**src/sleep_wake_pkg.sv**
```systemverilog
// Constants, register map and state codes of the sleep and wake sequencer.
// Assumes a single 25 MHz system clock that also stands for the core clock.
package sleep_wake_pkg;

  localparam int CLK_HZ = 25_000_000;
  localparam int LP_HZ = 32_768;
  // 32 kHz edges become enable pulses; one low-power period in system cycles
  localparam int LP_DIV = CLK_HZ / LP_HZ;
  localparam int LP_HALF = LP_DIV / 2;

  // Wake latency window, interrupt to running core
  localparam int WAKE_MIN_US = 75;
  localparam int WAKE_MAX_US = 105;
  localparam int WAKE_MAX_CYC = WAKE_MAX_US * (CLK_HZ / 1_000_000);

  // Nine-bit I/O address: bit 8 is the second I/O bank
  localparam logic [8:0] ADDR_SYS_CTRL = 9'h0FF;
  localparam logic [8:0] ADDR_DETECT_CTRL = 9'h1E3;
  localparam logic [8:0] ADDR_CMP_STATUS = 9'h1E4;
  localparam logic [8:0] ADDR_DUTY = 9'h1EB;

  localparam int SLEEP_BIT = 3;
  localparam int LEVEL_LSB = 4;
  localparam int LEVEL_MSB = 5;
  localparam int TRIP_LSB = 0;
  localparam int TRIP_MSB = 2;
  localparam int DUTY_LSB = 6;
  localparam int DUTY_MSB = 7;
  localparam int STAT_PREC = 0;
  localparam int STAT_LVD = 1;

  localparam logic [7:0] DETECT_CTRL_MASK = 8'h37;
  localparam logic [7:0] DUTY_MASK = 8'hC0;
  localparam logic [7:0] REG_RESET = 8'h00;

  localparam logic [1:0] LEVEL_2V7 = 2'h0;
  localparam logic [1:0] LEVEL_3V = 2'h1;
  localparam logic [1:0] LEVEL_5V = 2'h2;
  localparam logic [1:0] LEVEL_OFF = 2'h3;
  localparam logic [2:0] TRIP_MIN_VALID = 3'h4;

  localparam logic [9:0] DUTY_PER_00 = 10'h080;
  localparam logic [9:0] DUTY_PER_01 = 10'h200;
  localparam logic [9:0] DUTY_PER_10 = 10'h020;
  localparam logic [9:0] DUTY_PER_11 = 10'h008;

  typedef enum logic [6:0] {
    ST_RUN = 7'b0000001,
    ST_HALT_REQ = 7'b0000010,
    ST_PD_WAIT = 7'b0000100,
    ST_ASLEEP = 7'b0001000,
    ST_WAKE_PD = 7'b0010000,
    ST_WAKE_SAMPLE = 7'b0100000,
    ST_WAKE_RELEASE = 7'b1000000
  } seq_state_type;

  // Supply-monitor period in 32 kHz periods for a duty code
  function automatic logic [9:0] duty_period(input logic [1:0] code);
    case (code)
      2'h0: duty_period = DUTY_PER_00;
      2'h1: duty_period = DUTY_PER_01;
      2'h2: duty_period = DUTY_PER_10;
      default: duty_period = DUTY_PER_11;
    endcase
  endfunction

endpackage

```
**src/lp_tick_if.sv**
```systemverilog
// Carrier for the 32 kHz rising and falling edge enables.
// Both pulses last one system clock cycle.
`timescale 1ns/1ps
interface lp_tick_if;
  logic rise;
  logic fall;
  modport src (output rise, output fall);
  modport snk (input rise, input fall);
endinterface

```
**src/sleep_wake_supply_monitor.sv**
```systemverilog
// Sleep and wake sequencer with the supply-detect control and status registers.
// Assumes the core talks over a byte I/O port with the bank bit folded into addr[8].
`timescale 1ns/1ps
// Behaviour
// - Sleep bit write raises bus halt request
// - After acknowledge, second edge asserts powerdown
// - Powerdown holds flash, oscillator, filter, bandgap off
// - Any unmasked pending interrupt wakes the part
// - Wake interrupt captured on 32 kHz fall
// - Next 32 kHz rise drops powerdown
// - Following rise samples reset and low-supply comparators
// - Following fall drops halt request; core resumes
// - Wake latency about 61 to 92 us, below the 105 us limit
// - Level field picks reset threshold or disables
// - Status bit 1 shows low-supply trip
// - Status bit 0 shows precise reset trip
// - Status register read-only, live values
// - Duty field sets supply monitor on-time ratio
// - Sleep bit is control bit 3; sleep until interrupt
module sleep_wake_supply_monitor
  import sleep_wake_pkg::*;
(
  input wire logic clk,
  input wire logic resetn,
  input wire logic [8:0] io_addr,
  input wire logic io_wr,
  input wire logic io_rd,
  input wire logic [7:0] io_wdata,
  output logic [7:0] io_rdata_q,
  input wire logic bus_halt_ack,
  input wire logic irq_pending,
  input wire logic precise_reset_cmp,
  input wire logic low_supply_cmp,
  output logic bus_halt_request_q,
  output logic system_powerdown_q,
  output logic [1:0] cmp_level_q,
  output logic reset_request_q,
  output logic low_supply_flag_q,
  output logic precise_reset_flag_q,
  output logic monitor_on_q
);
  import sleep_wake_pkg::*;

  lp_tick_if lp_tick ();

  logic ack_s;
  logic irq_s;
  logic prec_s;
  logic lvd_s;

  lp_tick_gen #(.DIV(LP_DIV)) u_tick (
    .clk(clk),
    .resetn(resetn),
    .tick(lp_tick)
  );

  // The comparators are analog and asynchronous, so they are synchronised too
  sync2 #(.W(4)) u_sync (
    .clk(clk),
    .resetn(resetn),
    .din({bus_halt_ack, irq_pending, precise_reset_cmp, low_supply_cmp}),
    .dout({ack_s, irq_s, prec_s, lvd_s})
  );

  seq_state_type state_q;
  seq_state_type state_d;
  logic sleep_q;
  logic sleep_d;
  logic halt_req_q;
  logic halt_req_d;
  logic pd_q;
  logic pd_d;
  logic prec_smp_q;
  logic prec_smp_d;
  logic lvd_smp_q;
  logic lvd_smp_d;
  logic [7:0] detect_q;
  logic [7:0] detect_d;
  logic [7:0] duty_q;
  logic [7:0] duty_d;
  logic [7:0] rdata_d;
  logic [9:0] duty_cnt_q;
  logic [9:0] duty_cnt_d;
  logic mon_q;
  logic mon_d;
  logic rst_req_d;
  logic lvd_flag_d;
  logic [1:0] level_d;
  logic wr_sleep;
  logic [1:0] level;
  logic [2:0] trip;

  assign level = detect_q[LEVEL_MSB:LEVEL_LSB];
  assign trip = detect_q[TRIP_MSB:TRIP_LSB];
  assign wr_sleep = io_wr && (io_addr == ADDR_SYS_CTRL) && io_wdata[SLEEP_BIT];

  // Sequencer
  always_comb
  begin
    state_d = state_q;
    sleep_d = sleep_q;
    halt_req_d = halt_req_q;
    pd_d = pd_q;
    prec_smp_d = prec_smp_q;
    lvd_smp_d = lvd_smp_q;
    if (io_wr && (io_addr == ADDR_SYS_CTRL))
    begin
      sleep_d = io_wdata[SLEEP_BIT];
    end
    case (state_q)
      ST_RUN:
      begin
        if (wr_sleep)
        begin
          halt_req_d = 1'b1;
          state_d = ST_HALT_REQ;
        end
      end
      ST_HALT_REQ:
      begin
        if (ack_s)
        begin
          state_d = ST_PD_WAIT;
        end
      end
      ST_PD_WAIT:
      begin
        pd_d = 1'b1;
        state_d = ST_ASLEEP;
      end
      ST_ASLEEP:
      begin
        // Global enable is not looked at; the mask is applied upstream
        if (irq_s && lp_tick.fall)
        begin
          state_d = ST_WAKE_PD;
        end
      end
      ST_WAKE_PD:
      begin
        if (lp_tick.rise)
        begin
          pd_d = 1'b0;
          state_d = ST_WAKE_SAMPLE;
        end
      end
      ST_WAKE_SAMPLE:
      begin
        if (lp_tick.rise)
        begin
          prec_smp_d = prec_s;
          lvd_smp_d = lvd_s;
          state_d = ST_WAKE_RELEASE;
        end
      end
      ST_WAKE_RELEASE:
      begin
        if (lp_tick.fall)
        begin
          halt_req_d = 1'b0;
          sleep_d = 1'b0;
          state_d = ST_RUN;
        end
      end
      default:
      begin
        state_d = ST_RUN;
        halt_req_d = 1'b0;
        pd_d = 1'b0;
      end
    endcase
  end

  always_ff @(posedge clk or negedge resetn)
  begin
    if (!resetn)
    begin
      state_q <= ST_RUN;
      sleep_q <= 1'b0;
      halt_req_q <= 1'b0;
      pd_q <= 1'b0;
      prec_smp_q <= 1'b0;
      lvd_smp_q <= 1'b0;
    end
    else
    begin
      state_q <= state_d;
      sleep_q <= sleep_d;
      halt_req_q <= halt_req_d;
      pd_q <= pd_d;
      prec_smp_q <= prec_smp_d;
      lvd_smp_q <= lvd_smp_d;
    end
  end

  // Register file and supply monitor
  always_comb
  begin
    detect_d = detect_q;
    duty_d = duty_q;
    rdata_d = io_rdata_q;
    if (io_wr && (io_addr == ADDR_DETECT_CTRL))
    begin
      detect_d = io_wdata & DETECT_CTRL_MASK;
    end
    if (io_wr && (io_addr == ADDR_DUTY))
    begin
      duty_d = io_wdata & DUTY_MASK;
    end
    if (io_rd)
    begin
      case (io_addr)
        ADDR_SYS_CTRL: rdata_d = {4'h0, sleep_q, 3'h0};
        ADDR_DETECT_CTRL: rdata_d = detect_q;
        ADDR_CMP_STATUS: rdata_d = {6'h00, lvd_flag_d, prec_s};
        ADDR_DUTY: rdata_d = duty_q;
        default: rdata_d = 8'h00;
      endcase
    end
    // Comparator runs one 32 kHz period out of every duty period
    duty_cnt_d = duty_cnt_q;
    mon_d = mon_q;
    if (lp_tick.rise)
    begin
      if (duty_cnt_q >= duty_period(duty_q[DUTY_MSB:DUTY_LSB]) - 10'h001)
      begin
        duty_cnt_d = 10'h000;
      end
      else
      begin
        duty_cnt_d = duty_cnt_q + 10'h001;
      end
      mon_d = (duty_cnt_d == 10'h000);
    end
    // Level 11 keeps the comparator readable at the 3 V setting
    level_d = (level == LEVEL_OFF) ? LEVEL_3V : level;
    rst_req_d = (level != LEVEL_OFF) && prec_s && !pd_q;
    // Reserved trip codes never flag a low supply
    lvd_flag_d = lvd_s && (trip >= TRIP_MIN_VALID);
  end

  always_ff @(posedge clk or negedge resetn)
  begin
    if (!resetn)
    begin
      detect_q <= REG_RESET;
      duty_q <= REG_RESET;
      io_rdata_q <= REG_RESET;
      duty_cnt_q <= 10'h000;
      mon_q <= 1'b0;
      cmp_level_q <= LEVEL_2V7;
      reset_request_q <= 1'b0;
      low_supply_flag_q <= 1'b0;
    end
    else
    begin
      detect_q <= detect_d;
      duty_q <= duty_d;
      io_rdata_q <= rdata_d;
      duty_cnt_q <= duty_cnt_d;
      mon_q <= mon_d;
      cmp_level_q <= level_d;
      reset_request_q <= rst_req_d;
      low_supply_flag_q <= lvd_flag_d;
    end
  end

  assign bus_halt_request_q = halt_req_q;
  assign system_powerdown_q = pd_q;
  assign precise_reset_flag_q = prec_smp_q;
  assign monitor_on_q = mon_q;

  // Helper: cycles from captured wake interrupt to halt release
  logic [11:0] wake_cnt_q;
  always_ff @(posedge clk or negedge resetn)
  begin
    if (!resetn)
      wake_cnt_q <= 12'h000;
    else if (state_q == ST_ASLEEP)
      wake_cnt_q <= 12'h000;
    else if (halt_req_q && wake_cnt_q != 12'hFFF)
      wake_cnt_q <= wake_cnt_q + 12'h001;
  end
endmodule

```
**src/lp_tick_gen.sv**
```systemverilog
// Divider that turns the system clock into 32 kHz edge enables.
// Assumes the low-power oscillator is modelled as a fraction of clk.
`timescale 1ns/1ps
module lp_tick_gen
  import sleep_wake_pkg::*;
#(
  parameter int DIV = sleep_wake_pkg::LP_DIV
)
(
  input wire logic clk,
  input wire logic resetn,
  lp_tick_if.src tick
);
  import sleep_wake_pkg::*;

  logic [11:0] cnt_q;
  logic [11:0] cnt_d;
  logic rise_q;
  logic rise_d;
  logic fall_q;
  logic fall_d;

  always_comb
  begin
    cnt_d = (cnt_q == 12'(DIV - 1)) ? 12'h000 : 12'(cnt_q + 12'h001);
    rise_d = (cnt_q == 12'(DIV - 1));
    fall_d = (cnt_q == 12'(DIV / 2 - 1));
  end

  always_ff @(posedge clk or negedge resetn)
  begin
    if (!resetn)
    begin
      cnt_q <= 12'h000;
      rise_q <= 1'b0;
      fall_q <= 1'b0;
    end
    else
    begin
      cnt_q <= cnt_d;
      rise_q <= rise_d;
      fall_q <= fall_d;
    end
  end

  assign tick.rise = rise_q;
  assign tick.fall = fall_q;
endmodule

```
**src/sync2.sv**
```systemverilog
// Two-stage synchroniser for levels entering the system clock domain.
// The first stage feeds only the second one.
`timescale 1ns/1ps
module sync2
#(
  parameter int W = 1
)
(
  input wire logic clk,
  input wire logic resetn,
  input wire logic [W-1:0] din,
  output logic [W-1:0] dout
);
  logic [W-1:0] meta_q;
  logic [W-1:0] stage_q;

  always_ff @(posedge clk or negedge resetn)
  begin
    if (!resetn)
    begin
      meta_q <= '0;
      stage_q <= '0;
    end
    else
    begin
      meta_q <= din;
      stage_q <= meta_q;
    end
  end

  assign dout = stage_q;
endmodule

```
**config.mk**
```make
export PLATFORM = sky130hd
export DESIGN_NAME = sleep_wake_supply_monitor
export DESIGN_NICKNAME = d
export VERILOG_FILES = /design/src/sleep_wake_pkg.sv /design/src/lp_tick_if.sv /design/src/sleep_wake_supply_monitor.sv /design/src/lp_tick_gen.sv /design/src/sync2.sv
export SDC_FILE = /design/constraint.sdc
export NUM_CORES = 1
export LEC_CHECK = 0
export BUFFER_PORTS_ARGS = -buffer_cell sky130_fd_sc_hd__buf_2
export CAP_MARGIN = 10
export CORE_UTILIZATION = 31
export CTS_CLUSTER_SIZE = 16
export DETAILED_ROUTE_END_ITERATION = 16
export HOLD_SLACK_MARGIN = 0.03
export SLEW_MARGIN = 20
export SYNTH_ARGS = -nofsm -noshare
export SYNTH_HDL_FRONTEND = slang
export SYNTH_SLANG_ARGS = --single-unit
```
**constraint.sdc**
```tcl
create_clock -name clk -period 3.72 [get_ports clk]
set_clock_uncertainty 0.15 [all_clocks]
set_input_delay 0.558 -clock clk [delete_from_list [all_inputs] [get_ports clk]]
set_output_delay 0.558 -clock clk [all_outputs]
set_load 0.03 [all_outputs]
```
# --- Word level (Yosys, flattened, before mapping) ---
# Index checks and enable logic that the tools add are counted.
# Widths: inputs -> output; s select.
word_totals:
  latchBits: 0
  out_inout_bits: 16
  n_memories: 0
  input_bits: 25
  ram_bits: 0
  romBits: 0
  reg_bits: 63
classes:
  mux: 22
  n_lt_le_gt_ge: 2
  add_sub_neg: 3
  n_reduce_logical: 17
  n_mul: 0
  bitwise: 2
  div_mod_pow: 0
  shifts: 0
  eq_ne: 23
op_table:
  columns: ["operator", "n"]
  rows:
  - ["$pmux 7 s7", 1]
  - ["$mux 7", 6]
  - ["$pmux 8 s4", 1]
  - ["$mux 10", 3]
  - ["$pmux 10 s3", 1]
  - ["$eq 9x9->1 const B", 3]
  - ["$add 12x1->12 const B", 1]
  - ["$eq 12x10->1 const B", 1]
  - ["$eq 12x9->1 const B", 1]
  - ["$mux 12", 1]
  - ["$add 10x1->10 const B", 1]
  - ["$ge 10x10->1", 1]
  - ["$logic_not 10->1", 1]
  - ["$reduce_or 5->1", 2]
  - ["$sub 10x1->10 const B", 1]
  - ["$eq 9x8->1 const B", 1]
  - ["$logic_and 1x1->1", 8]
  - ["$ne 2x1->1 const B", 4]
  - ["$eq 7x1->1 const B", 1]
  - ["$eq 7x2->1 const B", 1]
  - ["$eq 7x3->1 const B", 1]
  - ["$eq 7x4->1 const B", 1]
  - ["$eq 7x5->1 const B", 1]
  - ["$eq 7x6->1 const B", 1]
  - ["other kinds (14)", 25]

# --- Depth between registers and ports, before layout ---
# Gate-level depths: netlist (run 1).
depth:
  depth_word: 8
  mapped_depth: 10

# --- By module ---
# A second synthesis (run 1) with hierarchy kept.
hier_totals:
  cells_unflattened: 320
  area_unflattened_um2: 3259.4
modules_own_cells:
  columns: ["module", "seq_area_each_um2", "cells_per_inst", "n_inst", "area_each_um2"]
  rows:
  - ["sleep_wake_supply_monitor", 1027.2, 250, 1, 2379.8]
  - ["lp_tick_gen", 350.3, 62, 1, 679.4]
  - ["sync2", 200.2, 8, 1, 200.2]

# --- Worst setup path before layout (run 1) ---
# OpenSTA, ideal clock, no wires.
synth_timing:
  path_kind: "register to register"
  startpoint: "register duty_q[6]"
  endpoint: "register duty_cnt_q[2]"
  slack_ns: 1.347
  setup_ns: 0.064
  synth_period_minus_slack_ns: 2.373
  path_stages_with_launch: 10
  t_required_ns: 3.506
  arrival_ns: 2.159
  cell_sequence: "dfrtp_1 -> nand2b_1 -> ha_1 -> inv_1 -> ha_1 -> and4_1 -> a2111o_1 -> clkbuf_1 -> nor4b_1 -> a21o_1"
synth_via:
  elab_chain_cells: 7
  elab_cells_between_ends: 9
  classes_between: "add/sub: 1; order compare: 1; eq/ne: 2; mux: 4; reduce/logical: 1"
synth_lines:
  columns: ["element", "line_no", "text"]
  rows:
  - ["start, declared", "sleep_wake_supply_monitor.sv:79", "logic [7:0] duty_q;"]
  - ["start signal, assigned", "sleep_wake_supply_monitor.sv:258", "duty_q <= duty_d;"]
  - ["$eq 2x2->1, or another cell as far along", "sleep_wake_pkg.sv:59", "case (code)"]
  - ["$pmux 10 s3 *", "sleep_wake_pkg.sv:59", null]
  - ["$mux 10 *", "sleep_wake_supply_monitor.sv:223", "if (lp_tick.rise)"]
  - ["$sub 10x1->10 *", "sleep_wake_supply_monitor.sv:225", "if (duty_cnt_q >= duty_period(duty_q[DUTY_MSB:DUTY_LSB]) - 10'h001)"]
  - ["$ge 10x10->1 *", "sleep_wake_supply_monitor.sv:225", null]
  - ["$mux 10 *", "sleep_wake_supply_monitor.sv:225", null]
  - ["$mux 10 *", "sleep_wake_supply_monitor.sv:223", null]
  - ["end signal, assigned", "sleep_wake_supply_monitor.sv:260", "duty_cnt_q <= duty_cnt_d;"]
  - ["end, declared", "sleep_wake_supply_monitor.sv:82", "logic [9:0] duty_cnt_q;"]
# Every way passes the cells marked *; elsewhere a longest branch is shown, timed or not. The select of a mux whose other input is x is not followed.
# A chain may end at the register's enable or synchronous reset.

# --- Final worst setup path (run 1) ---
layout_timing:
  startpoint: "register duty_q[6]"
  endpoint: "register duty_cnt_q[6]"
# Same word-level chain as after synthesis.

==> qor.yml, run 1 <==
ctsHtreeMaxLevel: 3
regArea_sq_um: 1578
drc: 0
use_met1_pct: 17.54
ios: 41
synth_edf_count: 0
ir_drop_uv: 215.9
grt_use_met2_pct: 22.77
vias_per_cell: 5.021
cts.sinks: 63
clockRootBuffer: "clkbuf_8"
cts_tree: "built"
critPathCaptureType: "register"
clockBufferDepth: 2
required_ns: 3.79
insertion_delay_ns: 0.33
busiest_layer: "met2"
grtUsageTotal_pct: 14.19
cp_slowest_cell: "a21oi_1"
postCtsSetupBuffers: 0
core_area_sq_um: 9819
globalRouteMet3Util_pct: 4.271
crit_chain: "nand2b_1 > ha_1 > inv_1 > ha_1 > and4_1 > nand2_1 > a21oi_1 > o311ai_0 > o21a_1"
hold_buffers: 0
io_buffers: 40
hold_slack_ns: 0.1723
ys_warn_count: 0
clk_pin_slew_ns: 0.08
cts_buffers: 9
grt_pass1_vias: 2474
synth_seq_cells: 63
drtPass1Iterations: 4
multi_input_area_sq_um: 1469
final_layout_size_suffix_gt1_share_pct: 21.37
num_antenna_cells: 0
reg2reg_depth: 9
min_path_cells: 1
slew_viol_final: 0
postSynthCellCount: 305
rsz0062_at_grt: "no"
grt-ovfl-total: 0
wl_um: 6666
dieArea_sq_um: 10570
path_common_cell: "ha_1"
synth-seq-area-share_pct: 50.08
ys_async_sr_fraction_pct: 100.0
relSlewSlack_pct: 34.32
p_per_area_nw_per_um2: 359.6
fin_crit_ns: 2.736
syn_avg_cell_area_sq_um: 10.33
syn2layout_area_growth_pct: 16.76
finalHoldViolCount: 0
p_total_mw: 1.323
vias: 2430
hpwl_um: 4784
synth_ff_type: "dfrtp_1"
cp.arrival_ns: 2.81
fp.dieH_um: 102.8
drv_cap: 0
gp_congestion: 0.8481
drt-wirelength-per-cell_um: 13.77
hold_class: "primary input to register"
fin_nets: 382
synth.distinct_cells: 57
finalSetupViolCount: 0
syn_area_sq_um: 3151
grt_pass1_wl_um: 11560
slowest_delay_ns: 0.75
tightest_slew_ns: 0.9852
grt_start_max_net_pins: 39
tns_ns: 0
syn_nets: 340
fillCellCount: 1027
drt_iter0_drc: 123
fmax_ghz: 0.3655
start_util_pct: 32.08
ant_nets: 0
critPathKind: "register to register"
cts_resized: 0
die_width_um: 102.8
critPathLaunchType: "register"
p_leak_nw: 1.623
critPathMaxFanout: 14
antenna_found_initial: 0
fin_crit_sh_pct: 73.54
status: "completed"
final_util_pct: 37.46
rows: 36
[worst paths after layout]
path	end	slack (ns)	from
min in group asynchronous	duty_cnt_q[8]	0.18	resetn
max	duty_cnt_q[6]	0.98	duty_q[6]
max in group asynchronous	state_q[0]	2.45	resetn
max reg2reg	duty_cnt_q[6]	0.98	duty_q[6]
min reg2reg	u_sync.dout[0]	0.21	u_sync.meta_q[0]
min	u_sync.meta_q[0]	0.17	low_supply_cmp
[cell usage after synthesis, types with 4 or more instances]
| library cell | number | area, sq um |
|---|---|---|
| o22ai_1 | 6 | 37.54 |
| nand2b_1 | 4 | 25.02 |
| nor2_1 | 24 | 90.09 |
| ha_1 | 10 | 125.1 |
| nand3_1 | 17 | 85.08 |
| and3_1 | 7 | 43.79 |
| a21oi_1 | 6 | 30.03 |
| nand2_1 | 23 | 86.33 |
| nor2b_1 | 7 | 43.79 |
| and2_1 | 5 | 31.28 |
| xnor2_1 | 9 | 78.83 |
| dfrtp_1 | 62 | 1551 |
| nor3_1 | 6 | 30.03 |
| o21ai_0 | 9 | 45.04 |
| mux2_2 | 8 | 90.09 |
| nor4_1 | 4 | 25.02 |
| inv_1 | 15 | 56.30 |
| xor2_1 | 5 | 43.79 |
| clkbuf_1 | 10 | 37.54 |
| nor3b_1 | 4 | 30.03 |
[cells in the final DEF, fill, tap and decap left out, types with 7 or more instances in the layout]
cell type,count
and3_1,7
buf_2,40
clkbuf_8,9
dfrtp_1,62
ha_1,10
inv_1,15
mux2_2,8
nand2_1,23
nand3_1,17
nor2_1,24
nor2b_1,7
o21ai_0,9
xnor2_1,9
[per-stage QoR]
stage               worst slack [ns]  cells  cell area [sq um]
floorplan                      1.347    305               3151
global placement               1.151    469               3492
detailed placement             1.043    469               3492
CTS                            1.003    484               3679
global route                  0.6848    484               3679
finish                        0.9842    484               3679
[sequential cells by signal, indices dropped and copies added, names as in the netlist, 2 cells and up]
name	cells
state_q	7
u_tick.cnt_q	12
io_rdata_q	8
detect_q	5
duty_cnt_q	10
u_sync.dout	4
u_sync.meta_q	4
duty_q	2
cmp_level_q	2
[final cells by class]
class	instances	area share (%)
clock buffers	9	3.367
clock inverters	6	1.701
inverters	15	1.531
multi-input cells	215	39.93
flip-flops and latches	63	42.89
well taps	133	4.524
repair buffers	43	6.054
[layer usage]
metal	up-vias	share of wire (%)
met1	1180	45
met4	0	2.0
met2	47	48
li1	1189	-
met5	-	0
met3	14	4.4
[report_power, final]
part | total, mW | internal (mW) | leakage, nW | switching, mW
combinational | 0.0543 | 0.0196 | 0.716 | 0.0347
sequential | 0.699 | 0.694 | 0.820 | 0.00545
clock | 0.569 | 0.303 | 0.0871 | 0.267
[critical path, delay by kind of cell, from the launching register on]
kind / cells / cell delay, ns
compound gates: 3 / 1.19
flops: 1 / 0.44
simple gates: 3 / 0.40
buf+inv: 1 / 0.04
fa+ha+maj: 2 / 0.40
[cell families after synthesis]
| family | share of synthesized area (%) |
|---|---|
| fa+ha+maj | 3.971 |
| buf+inv | 3.296 |
| compound gates | 13.74 |
| mux | 3.495 |
| simple gates | 21.41 |
| other cells | 0.1190 |
| flops | 50.08 |
| xor+xnor | 3.892 |
Power figures use the tool's default switching activity.
==> inputs of run 2 (changes only) <==
==> constraint.sdc (replaced) <==
create_clock -name clk -period 2.8 [get_ports clk]
set_clock_uncertainty 0.15 [all_clocks]
set_input_delay 0.42 -clock clk [delete_from_list [all_inputs] [get_ports clk]]
set_output_delay 0.42 -clock clk [all_outputs]
set_load 0.03 [all_outputs]
==> run 2 against run 1 <==
Compared with the run above:
- sequential power rose by 33%
- sequential share of layout area fell by 0.89 points
- clock power rose by 44%
- worst hold slack got worse by 0.012 ns
- core utilization rose by 0.79 points
- setup slack got worse by 0.78 ns
- non-clock buffer count rose by 6
- via count rose by 0.33%
- count of clock-buffer cells in the layout rose by 1
- combinational power rose by 43%
- first-iteration DRC count fell by 37%
- largest cell class unchanged
==> qor.yml, run 2 (synthesis gave the netlist of run 1 again) <==
status: "completed"
stdcell_count: 491  # +1.4%
grt_pass1_wl_um: 11360  # -1.7%
final_layout_size_suffix_gt1_share_pct: 21.51  # +0.14 points
cp_slowest_cell: "a2111o_1"
cts.sinks: 63  # unchanged
cp.arrival_ns: 2.73  # -0.08 ns
clockRootBuffer: "clkbuf_8"
core_area_sq_um: 9819  # unchanged
pwr-share-clk_pct: 44.8  # +1.8 points
clockBufferDepth: 2  # unchanged
rr_endpoint: "duty_cnt_q[6]"
critPathLaunchType: "register"
tns_ns: 0  # unchanged
grt_pass1_vias: 2434  # -1.6%
slew_viol_final: 0  # unchanged
fp.dieH_um: 102.8  # unchanged
num_antenna_cells: 0  # unchanged
ctsHtreeMaxLevel: 3  # unchanged
p_leak_nw: 1.665  # +2.6%
fmax_ghz: 0.3846  # +5.2%
largest_reg_flops: 12  # unchanged
die_width_um: 102.8  # unchanged
regMostFlops: "u_tick.cnt_q"
fillCellCount: 1010  # -1.7%
insertion_delay_ns: 0.34  # about the same
dr_wl_met2_um: 3167  # -1.7%
drtPass1Iterations: 4  # unchanged
reg2reg_depth: 8  # -1
wl_um: 6599  # -1.0%
finalHoldViolCount: 0  # unchanged
switching_power_mw: 0.4316  # +41%
ios: 41  # unchanged
startpoint: "duty_q[6]"
drt_iter0_drc: 78  # -37%
fin_crit_ns: 2.600  # -0.1359 ns
cts_buffers: 9  # unchanged
reg_top3: "u_tick.cnt_q x12, duty_cnt_q x10, io_rdata_q x8"
vias_per_cell: 4.965  # -1.1%
place_inst: 470  # +0.21%
clk_pin_slew_ns: 0.08  # about the same
gp_congestion: 0.7991  # -5.8%
rsz0062_at_grt: "no"
relSlewSlack_pct: 63.85  # +30 points
finalSetupViolCount: 0  # unchanged
antenna_found_initial: 0  # unchanged
rows: 36  # unchanged
p_per_area_nw_per_um2: 485.3  # +35%
io_buffers: 40  # unchanged
grt-ovfl-total: 0  # unchanged
final_util_pct: 38.25  # +0.79 points
r2r_setup_slack_ns: 0.20  # -0.78 ns
hold_class: "primary input to register"
path_common_cell: "ha_1"
seq_power_share_pct: 50.9  # -1.9 points
r2r_start: "duty_q[6]"
cp-endpoint: "duty_cnt_q[6]"
required_ns: 2.93  # -0.86 ns
internal_power_mw: 1.391  # +37%
most-common-layout-cells: "62 x dfrtp_1, 40 x buf_2, 24 x nor2_1, 23 x nand2_1, 17 x nand3_1"
critPathKind: "register to register"
start_util_pct: 32.08  # unchanged
drt-wirelength-per-cell_um: 13.44  # -2.4%
drc: 0  # unchanged
crit_chain: "nand2b_1 > ha_1 > inv_1 > ha_1 > and4_1 > a2111o_1 > o311ai_0 > o21a_1"
grtUsageTotal_pct: 14.07  # -0.12 points
fin_nets: 388  # +1.6%
drv_cap: 0  # unchanged
ant_nets: 0  # unchanged
vias: 2438  # +0.33%
syn2layout_area_growth_pct: 19.22
top_layer: "met4"
postCtsSetupBuffers: 0  # unchanged
layout_commonest_cell: "dfrtp_1"
grt_start_max_net_pins: 24  # -38%
min_path_cells: 2  # +1
dieArea_sq_um: 10570  # unchanged
critPathCaptureType: "register"
cts_tree: "built"
hpwl_um: 4828  # +0.92%
dr_wl_met3_um: 360  # +22%
critPathMaxFanout: 14  # unchanged
fin_crit_sh_pct: 92.85  # +19 points
slowest_delay_ns: 0.59  # -0.16 ns
p_comb_share_pct: 4.2  # about the same
m1WireLength_um: 3000  # -0.46%
tightest_slew_ns: 0.5373  # -0.4479 ns
swShare_pct: 23.67  # +0.48 points
ir_drop_uv: 257.0  # +19%
-- run 2: cell count changes in the layout (fill, tap and decap cells not counted), sizes merged --
cell / before / now
dlygate4sd3: 0 / 5
buf: 43 / 44
inv: 15 / 16
clkinvlp: 3 / 1
clkbuf: 9 / 10
clkinv: 2 / 3
-- run 2: area by class of cell --
type                       count  area [sq um]  area share [%]
multi-input combinational    215          1469           39.11
sequential                    63          1578           42.01
timing repair buffer          49         280.3           7.462
clock buffer                  10         137.6           3.664
clock inverter                 6         68.82           1.832
inverter                      15         56.30           1.499
tap                          133         166.4           4.430
-- run 2: through the flow --
stage                     power, mW  area, sq um  hold slack (ns)  worst slack (ns)
after floorplan              0.9696         3151         -0.02559            0.4266
after global placement        1.019         3500           0.1850            0.2884
after detailed placement      1.020         3500           0.1977            0.2097
after CTS                     1.856         3756           0.1384            0.1920
after global routing          1.899         3756           0.1450           0.04153
final                         1.823         3756           0.1598            0.2001
-- run 2: critical path: cells and delay by family (launching register included) --
kind	cells	cell delay, ns
buf+inv	1	0.05
flops	1	0.44
fa+ha+maj	2	0.38
compound gates	3	1.14
simple gates	2	0.37
-- run 2: power by group through the flow --
stage          Combinational, mW  Sequential [mW]  Clock [mW]
6_report                  0.0775            0.928       0.817
2_1_floorplan             0.0217            0.948           0
5_1_grt                   0.0884            0.929       0.881
3_5_place_dp              0.0745            0.946           0
3_3_place_gp              0.0735            0.945           0
4_1_cts                   0.0802            0.928       0.847
-- run 2: timing repair --
action | in CTS | in global routing
hold buffers | 5 | 0
hold endpoints to repair | 25 | 0
resized for setup | 0 | 0
-- run 2: worst min-delay path by stage --
| stage | from | end | slack [ns] |
|---|---|---|---|
| 3_5_place_dp | u_sync.meta_q[2] | u_sync.dout[2] | 0.20 |
| 6_report | io_wdata[4] | detect_q[4] | 0.16 |
| 2_1_floorplan | resetn | bus_halt_request_q | -0.03 |
| 5_1_grt | io_wdata[4] | detect_q[4] | 0.14 |
| 4_1_cts | io_wdata[4] | detect_q[4] | 0.14 |
| 3_3_place_gp | u_sync.meta_q[0] | u_sync.dout[0] | 0.19 |
-- run 2: metal layers --
layer | up-vias | track usage [%]
met4 | 0 | 5.525
met3 | 6 | 4.203
met1 | 1182 | 16.87
met5 | - | 0
met2 | 50 | 23.74
li1 | 1200 | -
